--- src/pkg/half_bridge_pkg.sv ---
/*
 * Shared constants and types for the triple half-bridge serial control block.
 * Assumes one 50 MHz core clock; serial pins are asynchronous to it.
 */
package half_bridge_pkg;
    localparam int WORD_W = 16;
    localparam int NUM_SW = 6;
    localparam int BITCNT_W = 5;
    // control word fields
    localparam int CTL_CLEAR = 0;
    localparam int CTL_SW_LO = 1;
    localparam int CTL_OCS = 13;
    // status word fields
    localparam int ST_TEMP = 0;
    localparam int ST_SW_LO = 1;
    localparam int ST_SHORT = 13;
    localparam int ST_OPEN = 14;
    localparam int ST_SUPPLY = 15;
    localparam logic [15:0] CTL_RESET = 16'h2000;
    localparam logic [4:0] WORD_BITS = 5'h10;
    // fault filter delays, in microseconds, with the derived cycle counts
    localparam int CLK_MHZ = 50;
    localparam int UV_DELAY_US = 10;
    localparam int SD_DELAY_US = 10;
    localparam int UV_DELAY_CYC = UV_DELAY_US * CLK_MHZ;
    localparam int SD_DELAY_CYC = SD_DELAY_US * CLK_MHZ;

    // analog monitor inputs, already digital comparator levels
    typedef struct packed {
        logic supply_low;
        logic temp_warn;
        logic temp_shutdown;
        logic [5:0] overcurrent;
        logic [5:0] undercurrent;
    } monitor_t;

    typedef enum logic [1:0] {
        LINK_IDLE = 2'b01,
        LINK_SHIFT = 2'b10
    } link_state_t;
endpackage

--- src/rtl/half_bridge_serial_control.sv ---
/*
 * Serial control and status logic of a triple half-bridge driver.
 * Assumes the serial clock, chip select, data and standby pins are asynchronous
 * to core_clk and that the serial clock is at most 2 MHz; monitor inputs are
 * comparator levels that may also be asynchronous.
 */
`timescale 1ns/10ps

// Summary of operation
// - falling chip select starts a fresh shift sequence
// - serial_in is sampled on every falling serial clock edge
// - new control word is applied only at rising chip select
// - serial_out tristate while deselected, enabled at falling chip select
// - serial_out changes only on rising serial clock edges
// - status word shifted out lsb first, temp_prewarning first
// - control bits 1 to 6 turn the six switches on
// - control bit 13 enables overcurrent shutdown; other upper bits unused
// - status_clear clears supply fail, open load and short circuit flags
// - status bits 1 to 6 show actual switch states
// - after reset, overcurrent shutdown enabled and bits 0 to 6 zero
// - filtered undervoltage sets supply fail and disables all switches
// - supply recovery re-enables outputs; supply fail flag stays sticky
// - filtered low current in an on switch sets sticky open load
// - temp_prewarning follows the warning comparator, not sticky
// - aborted short transfer leaves control and status unchanged
// - thermal shutdown latches all off until cool and status_clear
// - enabled overcurrent shutdown switches the stage off, sets short flag
// - disabled shutdown still sets short flag, outputs unaffected
// - status_clear clears short flag and re-enables shut-down stages
// - standby low turns all off, clears status; release resets device
// - standby_control low means standby, high means normal operation
module half_bridge_serial_control #(
    parameter int UV_CYCLES = half_bridge_pkg::UV_DELAY_CYC,
    parameter int SD_CYCLES = half_bridge_pkg::SD_DELAY_CYC
) (
    input wire logic core_clk,
    input wire logic rst_n,
    input wire logic chip_select_n,
    input wire logic serial_clk,
    input wire logic serial_in,
    input wire logic standby_control,
    input wire half_bridge_pkg::monitor_t monitor,
    output logic serial_out_o,
    output logic serial_out_oe,
    output logic [half_bridge_pkg::NUM_SW-1:0] switch_on,
    output logic [half_bridge_pkg::NUM_SW-1:0] switch_hiz
);
    import half_bridge_pkg::*;

    // filter counters are 16 bits wide, so longer delays cannot be served
    if (UV_CYCLES < 1 || SD_CYCLES < 1 || UV_CYCLES > 65535 || SD_CYCLES > 65535) begin : g_bad_delay
        $error("fault delay counts must lie in 1..65535");
    end

    // ****************************************************************
    // input synchronisers
    // ****************************************************************
    localparam int NSYNC = 4 + 1 + 2 + 2 * NUM_SW;
    logic [NSYNC-1:0] sync1_reg;
    logic [NSYNC-1:0] sync2_reg;
    // select idles high, every other pin low: no false edge or fault right after reset
    localparam logic [NSYNC-1:0] SYNC_IDLE = {1'b1, {(NSYNC-1){1'b0}}};
    logic cs_n_s, sclk_s, sdi_s, stby_s, uv_s, tw_s, tsd_s;
    logic [NUM_SW-1:0] oc_s, ucur_s;

    always_ff @(posedge core_clk or negedge rst_n) begin
        if (!rst_n) begin
            sync1_reg <= SYNC_IDLE;
            sync2_reg <= SYNC_IDLE;
        end else begin
            sync1_reg <= {chip_select_n, serial_clk, serial_in, standby_control,
                          monitor.supply_low, monitor.temp_warn, monitor.temp_shutdown,
                          monitor.overcurrent, monitor.undercurrent};
            sync2_reg <= sync1_reg;
        end
    end

    assign {cs_n_s, sclk_s, sdi_s, stby_s, uv_s, tw_s, tsd_s, oc_s, ucur_s} = sync2_reg;

    // ****************************************************************
    // edge detection and internal reset
    // ****************************************************************
    logic cs_n_d_reg, sclk_d_reg, stby_d_reg;
    logic cs_fall, cs_rise, sclk_fall, sclk_rise, por;

    always_ff @(posedge core_clk or negedge rst_n) begin
        if (!rst_n) begin
            cs_n_d_reg <= 1'b1;
            sclk_d_reg <= 1'b0;
            stby_d_reg <= 1'b0;
        end else begin
            cs_n_d_reg <= cs_n_s;
            sclk_d_reg <= sclk_s;
            stby_d_reg <= stby_s;
        end
    end

    assign cs_fall = cs_n_d_reg && !cs_n_s;
    assign cs_rise = !cs_n_d_reg && cs_n_s;
    assign sclk_fall = sclk_d_reg && !sclk_s && !cs_n_s;
    assign sclk_rise = !sclk_d_reg && sclk_s && !cs_n_s;
    assign por = !stby_s || (stby_s && !stby_d_reg);

    // ****************************************************************
    // serial link
    // ****************************************************************
    link_state_t state_reg, state_next;
    logic [WORD_W-1:0] rx_reg, rx_next, tx_reg, tx_next;
    logic [BITCNT_W-1:0] cnt_reg, cnt_next;
    logic out_reg, out_next, oe_reg, oe_next;
    logic [WORD_W-1:0] ctl_reg, ctl_next;
    logic [WORD_W-1:0] status_word;
    logic apply;

    always_comb begin
        state_next = state_reg;
        rx_next = rx_reg;
        tx_next = tx_reg;
        cnt_next = cnt_reg;
        out_next = out_reg;
        oe_next = oe_reg;
        apply = 1'b0;
        case (state_reg)
            LINK_IDLE: begin
                if (cs_fall) begin
                    state_next = LINK_SHIFT;
                    cnt_next = '0;
                    tx_next = status_word;
                    out_next = status_word[ST_TEMP];
                    oe_next = 1'b1;
                end
            end
            LINK_SHIFT: begin
                if (cs_rise) begin
                    state_next = LINK_IDLE;
                    oe_next = 1'b0;
                    apply = (cnt_reg == WORD_BITS);
                end else begin
                    if (sclk_fall) begin
                        rx_next = {serial_in_bit(sdi_s), rx_reg[WORD_W-1:1]};
                        if (cnt_reg != WORD_BITS) begin
                            cnt_next = cnt_reg + 5'h01;
                        end
                    end
                    if (sclk_rise) begin
                        tx_next = {1'b0, tx_reg[WORD_W-1:1]};
                        out_next = tx_reg[1];
                    end
                end
            end
            default: begin
                state_next = LINK_IDLE;
                oe_next = 1'b0;
            end
        endcase
    end

    function automatic logic serial_in_bit(input logic b);
        return b;
    endfunction

    always_ff @(posedge core_clk or negedge rst_n) begin
        if (!rst_n) begin
            state_reg <= LINK_IDLE;
            rx_reg <= '0;
            tx_reg <= '0;
            cnt_reg <= '0;
            out_reg <= 1'b0;
            oe_reg <= 1'b0;
        end else if (por) begin
            state_reg <= LINK_IDLE;
            cnt_reg <= '0;
            out_reg <= 1'b0;
            oe_reg <= 1'b0;
        end else begin
            state_reg <= state_next;
            rx_reg <= rx_next;
            tx_reg <= tx_next;
            cnt_reg <= cnt_next;
            out_reg <= out_next;
            oe_reg <= oe_next;
        end
    end

    assign serial_out_o = out_reg;
    assign serial_out_oe = oe_reg;

    // ****************************************************************
    // control register and protection
    // ****************************************************************
    logic clear_req;
    logic [NUM_SW-1:0] sc_off_reg, sc_off_next;
    logic tsd_latch_reg, tsd_latch_next;
    logic uv_flag_reg, uv_flag_next, ol_flag_reg, ol_flag_next, sc_flag_reg, sc_flag_next;
    logic [15:0] uv_cnt_reg, uv_cnt_next;
    logic [15:0] ol_cnt_reg [NUM_SW];
    logic [15:0] oc_cnt_reg [NUM_SW];
    logic [NUM_SW-1:0] ol_hit, oc_hit, cmd_on, act_on;
    logic uv_hit;

    assign clear_req = apply && rx_reg[CTL_CLEAR];
    assign cmd_on = ctl_reg[CTL_SW_LO +: NUM_SW];

    always_comb begin
        ctl_next = ctl_reg;
        if (apply) begin
            ctl_next = CTL_RESET & '0;
            ctl_next[CTL_CLEAR] = rx_reg[CTL_CLEAR];
            ctl_next[CTL_SW_LO +: NUM_SW] = rx_reg[CTL_SW_LO +: NUM_SW];
            ctl_next[CTL_OCS] = rx_reg[CTL_OCS];
        end
    end

    assign uv_hit = uv_s && (uv_cnt_reg == 16'(UV_CYCLES - 1));
    assign uv_cnt_next = !uv_s ? 16'h0000 : (uv_hit ? uv_cnt_reg : uv_cnt_reg + 16'h0001);

    generate
        for (genvar i = 0; i < NUM_SW; i++) begin : g_filt
            assign ol_hit[i] = act_on[i] && ucur_s[i] && (ol_cnt_reg[i] == 16'(SD_CYCLES - 1));
            assign oc_hit[i] = act_on[i] && oc_s[i] && (oc_cnt_reg[i] == 16'(SD_CYCLES - 1));
            always_ff @(posedge core_clk or negedge rst_n) begin
                if (!rst_n) begin
                    ol_cnt_reg[i] <= 16'h0000;
                    oc_cnt_reg[i] <= 16'h0000;
                end else begin
                    ol_cnt_reg[i] <= (!(act_on[i] && ucur_s[i]) || por) ? 16'h0000 :
                        (ol_hit[i] ? ol_cnt_reg[i] : ol_cnt_reg[i] + 16'h0001);
                    oc_cnt_reg[i] <= (!(act_on[i] && oc_s[i]) || por) ? 16'h0000 :
                        (oc_hit[i] ? oc_cnt_reg[i] : oc_cnt_reg[i] + 16'h0001);
                end
            end
        end
    endgenerate

    always_comb begin
        sc_off_next = sc_off_reg;
        tsd_latch_next = tsd_latch_reg;
        uv_flag_next = uv_flag_reg;
        ol_flag_next = ol_flag_reg;
        sc_flag_next = sc_flag_reg;
        // clear first, so a same-cycle event wins below
        if (clear_req) begin
            uv_flag_next = 1'b0;
            ol_flag_next = 1'b0;
            sc_flag_next = 1'b0;
            sc_off_next = '0;
            if (!tsd_s) begin
                tsd_latch_next = 1'b0;
            end
        end
        if (uv_hit) begin
            uv_flag_next = 1'b1;
        end
        if (|ol_hit) begin
            ol_flag_next = 1'b1;
        end
        if (|oc_hit) begin
            sc_flag_next = 1'b1;
            if (ctl_reg[CTL_OCS]) begin
                sc_off_next = sc_off_next | oc_hit;
            end
        end
        if (tsd_s) begin
            tsd_latch_next = 1'b1;
        end
    end

    always_ff @(posedge core_clk or negedge rst_n) begin
        if (!rst_n) begin
            ctl_reg <= CTL_RESET;
            sc_off_reg <= '0;
            tsd_latch_reg <= 1'b0;
            uv_flag_reg <= 1'b0;
            ol_flag_reg <= 1'b0;
            sc_flag_reg <= 1'b0;
            uv_cnt_reg <= 16'h0000;
        end else if (por) begin
            ctl_reg <= CTL_RESET;
            sc_off_reg <= '0;
            tsd_latch_reg <= 1'b0;
            uv_flag_reg <= 1'b0;
            ol_flag_reg <= 1'b0;
            sc_flag_reg <= 1'b0;
            uv_cnt_reg <= 16'h0000;
        end else begin
            ctl_reg <= ctl_next;
            sc_off_reg <= sc_off_next;
            tsd_latch_reg <= tsd_latch_next;
            uv_flag_reg <= uv_flag_next;
            ol_flag_reg <= ol_flag_next;
            sc_flag_reg <= sc_flag_next;
            uv_cnt_reg <= uv_cnt_next;
        end
    end

    // gating of outputs
    // undervoltage drops outputs only once its filter has run out, even with the sticky flag still set
    assign act_on = cmd_on & ~sc_off_reg & {NUM_SW{!uv_hit && !tsd_latch_reg && !por}};
    assign switch_on = act_on;
    assign switch_hiz = {NUM_SW{!stby_s}} | ~act_on;

    always_comb begin
        status_word = '0;
        status_word[ST_TEMP] = tw_s;
        status_word[ST_SW_LO +: NUM_SW] = act_on;
        status_word[ST_SHORT] = sc_flag_reg;
        status_word[ST_OPEN] = ol_flag_reg;
        status_word[ST_SUPPLY] = uv_flag_reg;
    end
endmodule

--- config.mk ---
export PLATFORM = sky130hd
export DESIGN_NAME = half_bridge_serial_control
export DESIGN_NICKNAME = d
export VERILOG_FILES = /design/src/pkg/half_bridge_pkg.sv /design/src/rtl/half_bridge_serial_control.sv
export SDC_FILE = /design/constraint.sdc
export NUM_CORES = 1
export LEC_CHECK = 0
export BUFFER_PORTS_ARGS = -buffer_cell sky130_fd_sc_hd__buf_4
export CORE_AREA = 2 2 218 220
export DETAILED_ROUTE_END_ITERATION = 10
export DIE_AREA = 0 0 220 222
export PLACE_DENSITY = 0.43
export SYNTH_ARGS = -nofsm -noshare
export SYNTH_HDL_FRONTEND = slang
export SYNTH_SLANG_ARGS = --single-unit
export TNS_END_PERCENT = 20
--- constraint.sdc ---
create_clock -name core_clk -period 2.67 [get_ports core_clk]
set_input_delay 0.1335 -clock core_clk [delete_from_list [all_inputs] [get_ports core_clk]]
set_output_delay 0.1335 -clock core_clk [all_outputs]
set_load 0.01 [all_outputs]
==> results of run 1 <==
## timing repair
action	4_1_cts	5_1_grt
hold endpoints to repair	87	0
setup endpoints to repair	8	6
hold buffers	20	0
gates resized for setup	10	0
setup buffers	3	0
pin swaps	2	1
## cells in the final DEF (no fill, tap or decap), drive strengths merged, types with 20 or more instances in the layout
cell type	Yosys	final
buf	17	62
nand3	94	94
xnor2	86	86
inv	30	31
a21oi	28	28
nor4	24	24
xor2	96	96
and2	25	25
dlygate4sd3	0	20
nand2	105	105
dfrtp	300	300
nand4	36	36
nor2	260	260
nor3	22	22
clkbuf	12	54
## final cells by class
class | count | share of cell area, %
Clock buffer | 54 | 6.874
Clock inverter | 13 | 0.9039
Timing Repair Buffer | 82 | 4.360
Tap cell | 607 | 4.611
Sequential cell | 305 | 46.37
Multi-Input combinational cell | 976 | 36.19
Inverter | 30 | 0.6836
## power groups by stage
stage | Clock, W | Combinational [W] | Sequential, W
6_report | 0.00524 | 0.000212 | 0.00470
5_1_grt | 0.00564 | 0.000248 | 0.00470
4_1_cts | 0.00546 | 0.000226 | 0.00470
3_5_place_dp | 0 | 0.000197 | 0.00478
3_3_place_gp | 0 | 0.000197 | 0.00478
2_1_floorplan | 0 | 0.0000439 | 0.00477
## stage by stage
step	hold slack [ns]	std cells	utilization (%)	area (µm²)
final	0.1576	2067	35.61	16470
after global routing	0.2107	2067	35.61	16470
after CTS	0.1617	2067	35.61	16470
after detailed placement	0.1538	1977	32.29	14940
after global placement	0.1606	1977	32.29	14940
after floorplan	-0.1621	1340	-	13840
## metal layers
metal  part of all wire [%]  track usage (%)  up-vias
met5                      0                0        -
li1                       -                -     4745
met4                    2.9            4.893        0
met3                    3.0            2.318       49
met2                     44            19.04       92
met1                     50            17.07     4631
## kinds of logic after synthesis
| logic type | count (synthesis) |
|---|---|
| multiplexers | 33 |
| AND/OR/NAND/NOR | 673 |
| adder cells (fa/ha/maj) | 15 |
| XOR/XNOR | 182 |
| buffers and inverters | 59 |
| flip-flops | 305 |
| AO/OA/AOI/OAI | 73 |
## critical path: cells and delay by family (launching register included)
kind	cells	cell delay [ns]
buffers and inverters	3	0.37
AOI/OAI and AO/OA	1	0.11
and+or+nand+nor	3	0.89
DFF	1	0.42
## final timing paths
kind / endpoint / from / depth (start not counted) / slack [ns]
max: switch_on[1] / uv_cnt_reg[11] / 7 / 0.20
min: ol_cnt_reg[73] / rst_n / 2 / 0.16
max reg2reg: ol_flag_reg / ol_cnt_reg[16] / 6 / 0.28
min reg2reg: sync2_reg[16] / sync1_reg[16] / 0 / 0.35
max in group asynchronous: sync2_reg[8] / rst_n / 3 / 1.62
min in group core_clk: sync1_reg[8] / monitor[8] / 2 / 0.24
==> key figures, run 1 <==
Critical path
  – Startpoint Class: register
  – Setup CP Type: register to output port
  – Critical-path top delay cell: or4_4
  – Arr. time, crit path: 2.34 ns
  – Worst-path cell chain: or4_4 > nor4_4 > a21oi_4 > buf_8 > nand2_2 > inv_1 > buf_4
  – Req. time, crit path: 2.54 ns
  – Endpoint class of the critical path: output port
  – Peak per-stage delay on the critical path: 0.54 ns
  – Crit-path max FO: 21

Yosys
  – Commonest cells post-synth: 300 x dfrtp_1, 260 x nor2_1, 98 x nand2_1
  – Post-synthesis xor/xnor area fraction: 11.52%
  – Yosys warning total: 0
  – Adder-cell share of the synthesized area: 1.356%
  – Top-count cell post-synth: dfrtp_1
  – Area leader, netlist: dfrtp_1
  – Largest family of logic cells by synthesized area: simple AND/OR/NAND/NOR gates
  – Number of distinct library cells after synthesis: 58
  – Mux cell area share after synthesis: 2.532%
  – Synthesized area: 13840 µm²
  – Post-synthesis compound-gate area fraction: 3.310%
  – Post-synth EDFFs: 0
  – Leading post-synthesis cells by cell area: dfrtp_1 54%, nor2_1 7.1%, xor2_1 6.1%
  – Share of the yosys chip area belonging to registers: 55.21%
  – Ys flop type: dfrtp_1
  – Synth Net Count: 1376
  – #FFs+latches synth: 305
  – Asr flop ratio synth: 100.0%
  – Syn Inst Count: 1340
  – Post-synth top area share: 54.26%
  – Post-synthesis simple-gate area fraction: 24.14%
  – Mean Syn Cell Area: 10.33 µm²

Clock network
  – CTS Buf Count: 38
  – Clk sinks: 305
  – Clk Latency, worst-skew pair: 0.54 ns
  – CTS root buffer: clkbuf_16
  – CTS tree: yes
  – Longest Clk Path Bufs: 3
  – H-tree depth: 2
  – Clock slew at reported path FFs: 0.06 ns

STA
  – Final Hold Fails: 0
  – Setup-failing EPs final: 0
  – Final worst slack: 0.1997 ns
  – Slew headroom: 43.43%
  – Period Utilization, post-route: 92.52%
  – Achievable Freq: 404.8 MHz
  – Fin crit period: 2.470 ns
  – RSZ-0062 raised after global routing: false
  – Max-slew violations: 0
  – Final Skew: 0.01450 ns
  – Total Neg Setup Slack: 0 ns
  – Worst-margin pin slew: 0.8469 ns

Pwr
  – Power Total: 0.01015 W
  – Clock power frac: 51.6%
  – Switching pwr: 0.002170 W
  – Combinational power share: 2.1%
  – Seq pwr share: 46.3%
  – Worst VDD drop: 350.1 µV
  – P per Cell Area: 616.1 nW/µm²
  – Leakage: 6.801 nW
  – Internal power: 0.007978 W
  – Sw Share: 21.38%

Finish
  – Filler cell count: 4729
  – Area of the multi-input gates: 5962 µm²
  – Layout Nets: 1469
  – Area Overhead vs Synth: 19.05%
  – Layout cells sized above 1: 12.40%
  – Inserted Diodes: 0
  – Flip-flop and latch area: 7639 µm²

Global routing
  – Initial antenna violation count: 0
  – GRT Resource Usage Total: 12.36%
  – Pin count of the biggest net entering global routing: 86
  – Vias in the first global route: 9671
  – Global route overflow: 0
  – First-pass GRT wire length: 49370 µm

Route
  – Vias per std cell: 4.604
  – DRT Wirelength: 28740 µm
  – Mean routed wirelength per cell: 13.90 µm
  – DRC viols: 0
  – Total number of vias: 9517
  – Pre-antenna DRT Iters: 5
  – Initial drt markers: 498
  – Final ANT Viol Nets: 0

Place
  – Setup WS pre-CTS: 0.2551 ns
  – DP HPWL: 18680 µm
  – Buffers added on ports: 34
  – Final GP Congestion: 0.7536

Floorplan
  – I/O pins: 35
  – Row Count: 79
  – Core area: 46260 µm²
  – Full die area: 48840 µm²
  – Initial core utilization: 29.91%
  – Die Height: 222 µm
  – Die Width: 220 µm

Outcome
  – Outcome: completed

Hold path
  – Hold Crit Class: input pin to asynchronous set/reset pin

Job
  – # Max-Cap Violations: 0
Power figures use the tool's default switching activity.
==> inputs of run 2 (changes only) <==
Settings changed: CTS_CLUSTER_SIZE set to 10, REMOVE_ABC_BUFFERS set to 1, SLEW_MARGIN set to 20.
==> run 2 against run 1 <==
Net effect:
- maximum frequency down 1.0%
- final area is 0.85% lower
- sequential power about the same
- clock-buffer cell count up 4
- flip-flop and latch count is the same
- sequential share of layout area up 0.40 points
- die area is the same
- wire length is 0.96% higher
- global-route usage grew 0.16 points
- critical endpoint unchanged
- largest cell class unchanged
- highest routed layer unchanged
==> key figures, run 2 (same netlist as run 1, synthesis figures left out) <==
Outcome
  – Outcome: completed

Clock network
  – Longest Clk Path Bufs: 3 (unchanged)
  – CTS root buffer: clkbuf_16
  – CTS Buf Count: 38 (unchanged)
  – Clk Latency, worst-skew pair: 0.55 ns (about the same)
  – CTS tree: yes
  – H-tree depth: 2 (unchanged)
  – Clock slew at reported path FFs: 0.06 ns (about the same)
  – Clk sinks: 305 (unchanged)

Finish
  – Layout Nets: 1471 (+0.14%)
  – Most common cell after layout, fill and taps aside: dfrtp_1
  – Inserted Diodes: 0 (unchanged)
  – Flip-flop and latch area: 7639 µm² (unchanged)
  – Filler cell count: 4711 (-0.38%)
  – Post-layout util: 35.31% (-0.30 points)
  – Area of the multi-input gates: 5964 µm² (about the same)
  – Area Overhead vs Synth: 18.04%
  – Commonest non-fill, non-tap cells in the layout: 300 x dfrtp_1, 260 x nor2_1, 96 x xor2_1
  – Layout cells sized above 1: 11.52% (-0.87 points)
  – Finished Cell Area: 16330 µm² (-0.85%)

Global routing
  – First-pass GRT wire length: 50050 µm (+1.4%)
  – Initial antenna violation count: 1 (+1)
  – GRT Resource Usage Total: 12.51% (+0.16 points)
  – Global route overflow: 0 (unchanged)
  – Vias in the first global route: 9674 (+0.031%)
  – Pin count of the biggest net entering global routing: 75 (-13%)

Route
  – Final ANT Viol Nets: 0 (unchanged)
  – DRC viols: 0 (unchanged)
  – Vias per std cell: 4.579 (-0.56%)
  – Total number of vias: 9455 (-0.65%)
  – Pre-antenna DRT Iters: 5 (unchanged)
  – Mean routed wirelength per cell: 14.05 µm (+1.1%)
  – DRT Wirelength: 29020 µm (+0.96%)
  – Initial drt markers: 455 (-8.6%)

Critical path
  – Endpoint class of the critical path: output port
  – Crit-path max FO: 10 (-52%)
  – Arr. time, crit path: 2.36 ns (+0.02 ns)
  – Req. time, crit path: 2.54 ns (about the same)
  – Critical path origin: uv_cnt_reg[2]
  – Setup CP Type: register to output port
  – Startpoint Class: register
  – R2R Path Start: oc_cnt_reg[32]

Job
  – # Max-Cap Violations: 0 (unchanged)

STA
  – Final Skew: 0.02300 ns (+0.008501 ns)
  – Period Utilization, post-route: 93.50% (+0.98 points)
  – Final Hold Fails: 0 (unchanged)
  – Total Neg Setup Slack: 0 ns (unchanged)
  – Setup-failing EPs final: 0 (unchanged)
  – Worst-margin pin slew: 0.7533 ns (-0.09358 ns)
  – RSZ-0062 raised after global routing: false
  – Fin crit period: 2.496 ns (+0.02621 ns)
  – Max-slew violations: 0 (unchanged)
  – Slew headroom: 49.78% (+6.4 points)
  – Achievable Freq: 400.6 MHz (-1.0%)
  – Final hold slack: 0.1539 ns (-0.003631 ns)
  – Final worst slack: 0.1735 ns (-0.02621 ns)

Floorplan
  – Die Height: 222 µm (unchanged)
  – Die Width: 220 µm (unchanged)
  – Row Count: 79 (unchanged)
  – Full die area: 48840 µm² (unchanged)
  – Core area: 46260 µm² (unchanged)
  – Initial core utilization: 29.91% (unchanged)
  – I/O pins: 35 (unchanged)

Place
  – DP HPWL: 18810 µm (+0.68%)
  – Setup WS pre-CTS: 0.2897 ns (+0.03465 ns)
  – Placed inst area: 14960 µm² (+0.15%)
  – Final GP Congestion: 0.7262 (-3.6%)
  – Buffers added on ports: 34 (unchanged)

Pwr
  – Leakage: 6.736 nW (-0.96%)
  – P per Cell Area: 590.5 nW/µm² (-4.2%)
  – Worst VDD drop: 407.8 µV (+16%)

Hold path
  – Hold Crit Class: input pin to asynchronous set/reset pin
[run 2: changes by cell type in the layout (fill, tap and decap cells not counted), sizes merged]
cell      change
clkinvlp      -2
clkbuf        +4
clkinv        -4
buf           +2
bufinv        -3
inv           +1
[run 2: what timing repair did]
action	4_1_cts	5_1_grt
pin swaps	2	1
buffers inserted	2	0
gates cloned	0	0
hold endpoints to repair	80	0
hold buffers	20	0
setup endpoints to repair	9	6
resized for setup	11	0
[run 2: final timing paths]
path	end	slack [ns]	cells past startpoint
worst max-delay path	switch_on[1]	0.17	7
worst min-delay path	ol_cnt_reg[23]	0.15	2
worst max register to register	sc_flag_reg	0.30	6
worst min register to register	sync2_reg[13]	0.34	0
max in group asynchronous	ol_cnt_reg[55]	1.65	3
min in group core_clk	sync1_reg[15]	0.23	2
[run 2: area by class of cell]
cell class / count / share of cell area [%]
tap: 607 / 4.650
timing repair buffer: 84 / 4.512
clock inverter: 5 / 0.2681
inverter: 30 / 0.6895
clock buffer: 58 / 6.589
multi-input combinational: 976 / 36.52
sequential: 305 / 46.77
[run 2: worst max-delay path, cell delays in order (launching register included)]
cell     delay, ns
dfrtp_1       0.42
or4_4         0.56
nor4_4        0.24
a21oi_4       0.13
buf_6         0.18
nand2_2       0.10
inv_1         0.05
buf_4         0.13
[run 2: layer usage]
metal	wire (µm)	part of all wire [%]	vias to the layer above	global-route usage, %
met5	0	0	-	0
li1	-	-	4735	-
met3	783	2.7	54	2.071
met2	12700	44	92	18.50
met4	842	2.9	0	4.806
met1	14690	51	4574	18.19
[run 2: power by group]
part	switching [W]	internal (W)	total (W)
clock	0.00196	0.00277	0.00473
combinational	0.000141	0.0000728	0.000214
sequential	0.0000258	0.00467	0.00470
total	0.00213	0.00751	0.00964
[run 2: stage by stage]
step,power (W),instances
floorplan,0.004807,1311
global placement,0.004976,1980
detailed placement,0.004978,1980
CTS,0.009870,2065
global route,0.01007,2065
finish,0.009644,2065
==> inputs of run 3 (changes only) <==
Settings changed: CELL_PAD_IN_SITES_DETAIL_PLACEMENT set to 2, CELL_PAD_IN_SITES_GLOBAL_PLACEMENT set to 2, PLACE_DENSITY 0.43 to 0.59.
==> run 3 against run 2 <==
Net effect:
- maximum frequency is 3.2% lower
- global-route usage is 2.4 points higher
- die area stayed put
- via count is 5.9% higher
- sequential power hardly changed
- final area is 1.5% higher
- largest cell class unchanged
- largest power group unchanged
- highest routed layer unchanged
==> key figures, run 3 (same netlist as run 1, synthesis figures left out) <==
Pwr
  – P per Cell Area: 605.6 nW/µm² (+2.6%)
  – Leakage: 6.870 nW (+2.0%)
  – Worst VDD drop: 456.5 µV (+12%)
  – Power Total: 0.01004 W (+4.1%)

Global routing
  – Pin count of the biggest net entering global routing: 81 (+8.0%)
  – Initial antenna violation count: 0 (-1)
  – Vias in the first global route: 11200 (+16%)
  – Global route overflow: 0 (unchanged)
  – GRT Resource Usage Total: 14.89% (+2.4 points)
  – First-pass GRT wire length: 59440 µm (+19%)

Hold path
  – Hold Crit Class: input pin to asynchronous set/reset pin

Clock network
  – Clock slew at reported path FFs: 0.06 ns (about the same)
  – CTS root buffer: clkbuf_16
  – Longest Clk Path Bufs: 3 (unchanged)
  – H-tree depth: 2 (unchanged)
  – CTS Buf Count: 40 (+5.3%)
  – Clk sinks: 305 (unchanged)
  – Clk Latency, worst-skew pair: 0.55 ns (about the same)
  – CTS tree: yes

Route
  – Pre-antenna DRT Iters: 4 (-1)
  – Mean routed wirelength per cell: 16.34 µm (+16%)
  – Wire length on met3: 870 µm (+11%)
  – Initial drt markers: 374 (-18%)
  – Uppermost layer routed: met4
  – Final ANT Viol Nets: 0 (unchanged)
  – DRC viols: 0 (unchanged)
  – Metal2 WL: 16450 µm (+29%)
  – DRT Wirelength: 34090 µm (+17%)
  – M1 wire length: 16040 µm (+9.2%)
  – Total number of vias: 10020 (+5.9%)
  – Vias per std cell: 4.801 (+4.9%)

Finish
  – Finished Cell Area: 16580 µm² (+1.5%)
  – Most common cell after layout, fill and taps aside: dfrtp_1
  – Layout cells sized above 1: 12.85% (+1.3 points)
  – Commonest non-fill, non-tap cells in the layout: 300 x dfrtp_1, 259 x nor2_1, 96 x xor2_1
  – Layout Nets: 1489 (+1.2%)
  – Area Overhead vs Synth: 19.83%
  – Post-layout util: 35.84% (+0.54 points)
  – Inserted Diodes: 0 (unchanged)

STA
  – Total Neg Setup Slack: 0 ns (unchanged)
  – Max-slew violations: 0 (unchanged)
  – Final Hold Fails: 0 (unchanged)
  – Worst-margin pin slew: 0.7451 ns (-0.008130 ns)
  – Fin crit period: 2.579 ns (+0.08233 ns)
  – Setup-failing EPs final: 0 (unchanged)
  – Period Utilization, post-route: 96.58% (+3.1 points)
  – Slew headroom: 50.32% (+0.54 points)
  – Achievable Freq: 387.8 MHz (-3.2%)
  – Final hold slack: 0.1790 ns (+0.02510 ns)
  – Final Skew: 0.01245 ns (-0.01055 ns)

Critical path
  – Reg2reg end: sc_off_reg[3]
  – Reg2Reg Depth: 5 (-1)
  – Startpoint Class: register
  – R2R Setup Slk: 0.35 ns (+0.05 ns)
  – Setup CP Type: register to output port
  – Crit-path max FO: 27 (+17)
  – Req. time, crit path: 2.54 ns (about the same)
  – Arr. time, crit path: 2.45 ns (+0.09 ns)
  – R2R Path Start: oc_cnt_reg[32]
  – Endpoint class of the critical path: output port

Job
  – # Max-Cap Violations: 0 (unchanged)

Floorplan
  – Die Height: 222 µm (unchanged)
  – Full die area: 48840 µm² (unchanged)
  – I/O pins: 35 (unchanged)
  – Initial core utilization: 29.91% (unchanged)
  – Core area: 46260 µm² (unchanged)
  – Row Count: 79 (unchanged)
  – Die Width: 220 µm (unchanged)

Place
  – Buffers added on ports: 34 (unchanged)
  – Placed inst area: 15090 µm² (+0.84%)
  – Final GP Congestion: 0.7002 (-3.6%)
  – DP HPWL: 23190 µm (+23%)

Outcome
  – Outcome: completed
run 3: per-layer routing:
metal | GRT usage (%) | up-vias
li1 | - | 4772
met1 | 20.11 | 5119
met2 | 24.49 | 72
met3 | 2.291 | 52
met4 | 4.525 | 0
met5 | 0 | -
run 3: stage by stage:
stage	setup slack, ns	std cells
detailed placement	0.3704	1995
finish	0.09119	2086
CTS	0.01071	2083
global route	-0.01532	2086
global placement	0.4212	1995
floorplan	-0.5504	1311
run 3: repair_timing:
action                                 CTS  global route
setup buffers                            0             3
endpoints found under the hold margin   84             0
pin swaps                                0             1
hold buffers                            20             0
gates cloned                             0             0
gates resized for setup                  2            10
setup endpoints to repair               12             8
run 3: report_power, final:
group          internal (W)  switching (W)  total, W  leakage (nW)
Sequential          0.00467      0.0000261   0.00470          4.15
Combinational     0.0000800       0.000150  0.000230          2.12
Clock               0.00310        0.00201   0.00511         0.599
run 3: how the worst max path moves through the flow:
stage	end	start	slack (ns)	cells after the start
finish	switch_on[5]	uv_cnt_reg[2]	0.09	7
CTS	switch_on[2]	uv_cnt_reg[2]	0.01	7
global route	switch_on[0]	uv_cnt_reg[2]	-0.02	7
floorplan	oc_cnt_reg[18]	uv_cnt_reg[0]	-0.55	6
detailed placement	sc_off_reg[3]	oc_cnt_reg[32]	0.37	5
global placement	sc_off_reg[3]	oc_cnt_reg[32]	0.42	5
run 3: layout make-up:
cell class	count	area, µm²
clock inverters	5	52.55
well taps	607	759.5
repair buffers	100	870.8
multi-input cells	976	5967
fillers	4936	29680
clock buffers	63	1179
inverters	30	112.6
flip-flops and latches	305	7639
run 3: worst max-delay path: stages, from the launching register on:
cell and delay, ns:
dfrtp_1 0.40, or4_4 0.56, nor4_4 0.35, a21oi_4 0.11
buf_12 0.18, nand2_2 0.10, inv_1 0.05, buf_4 0.14
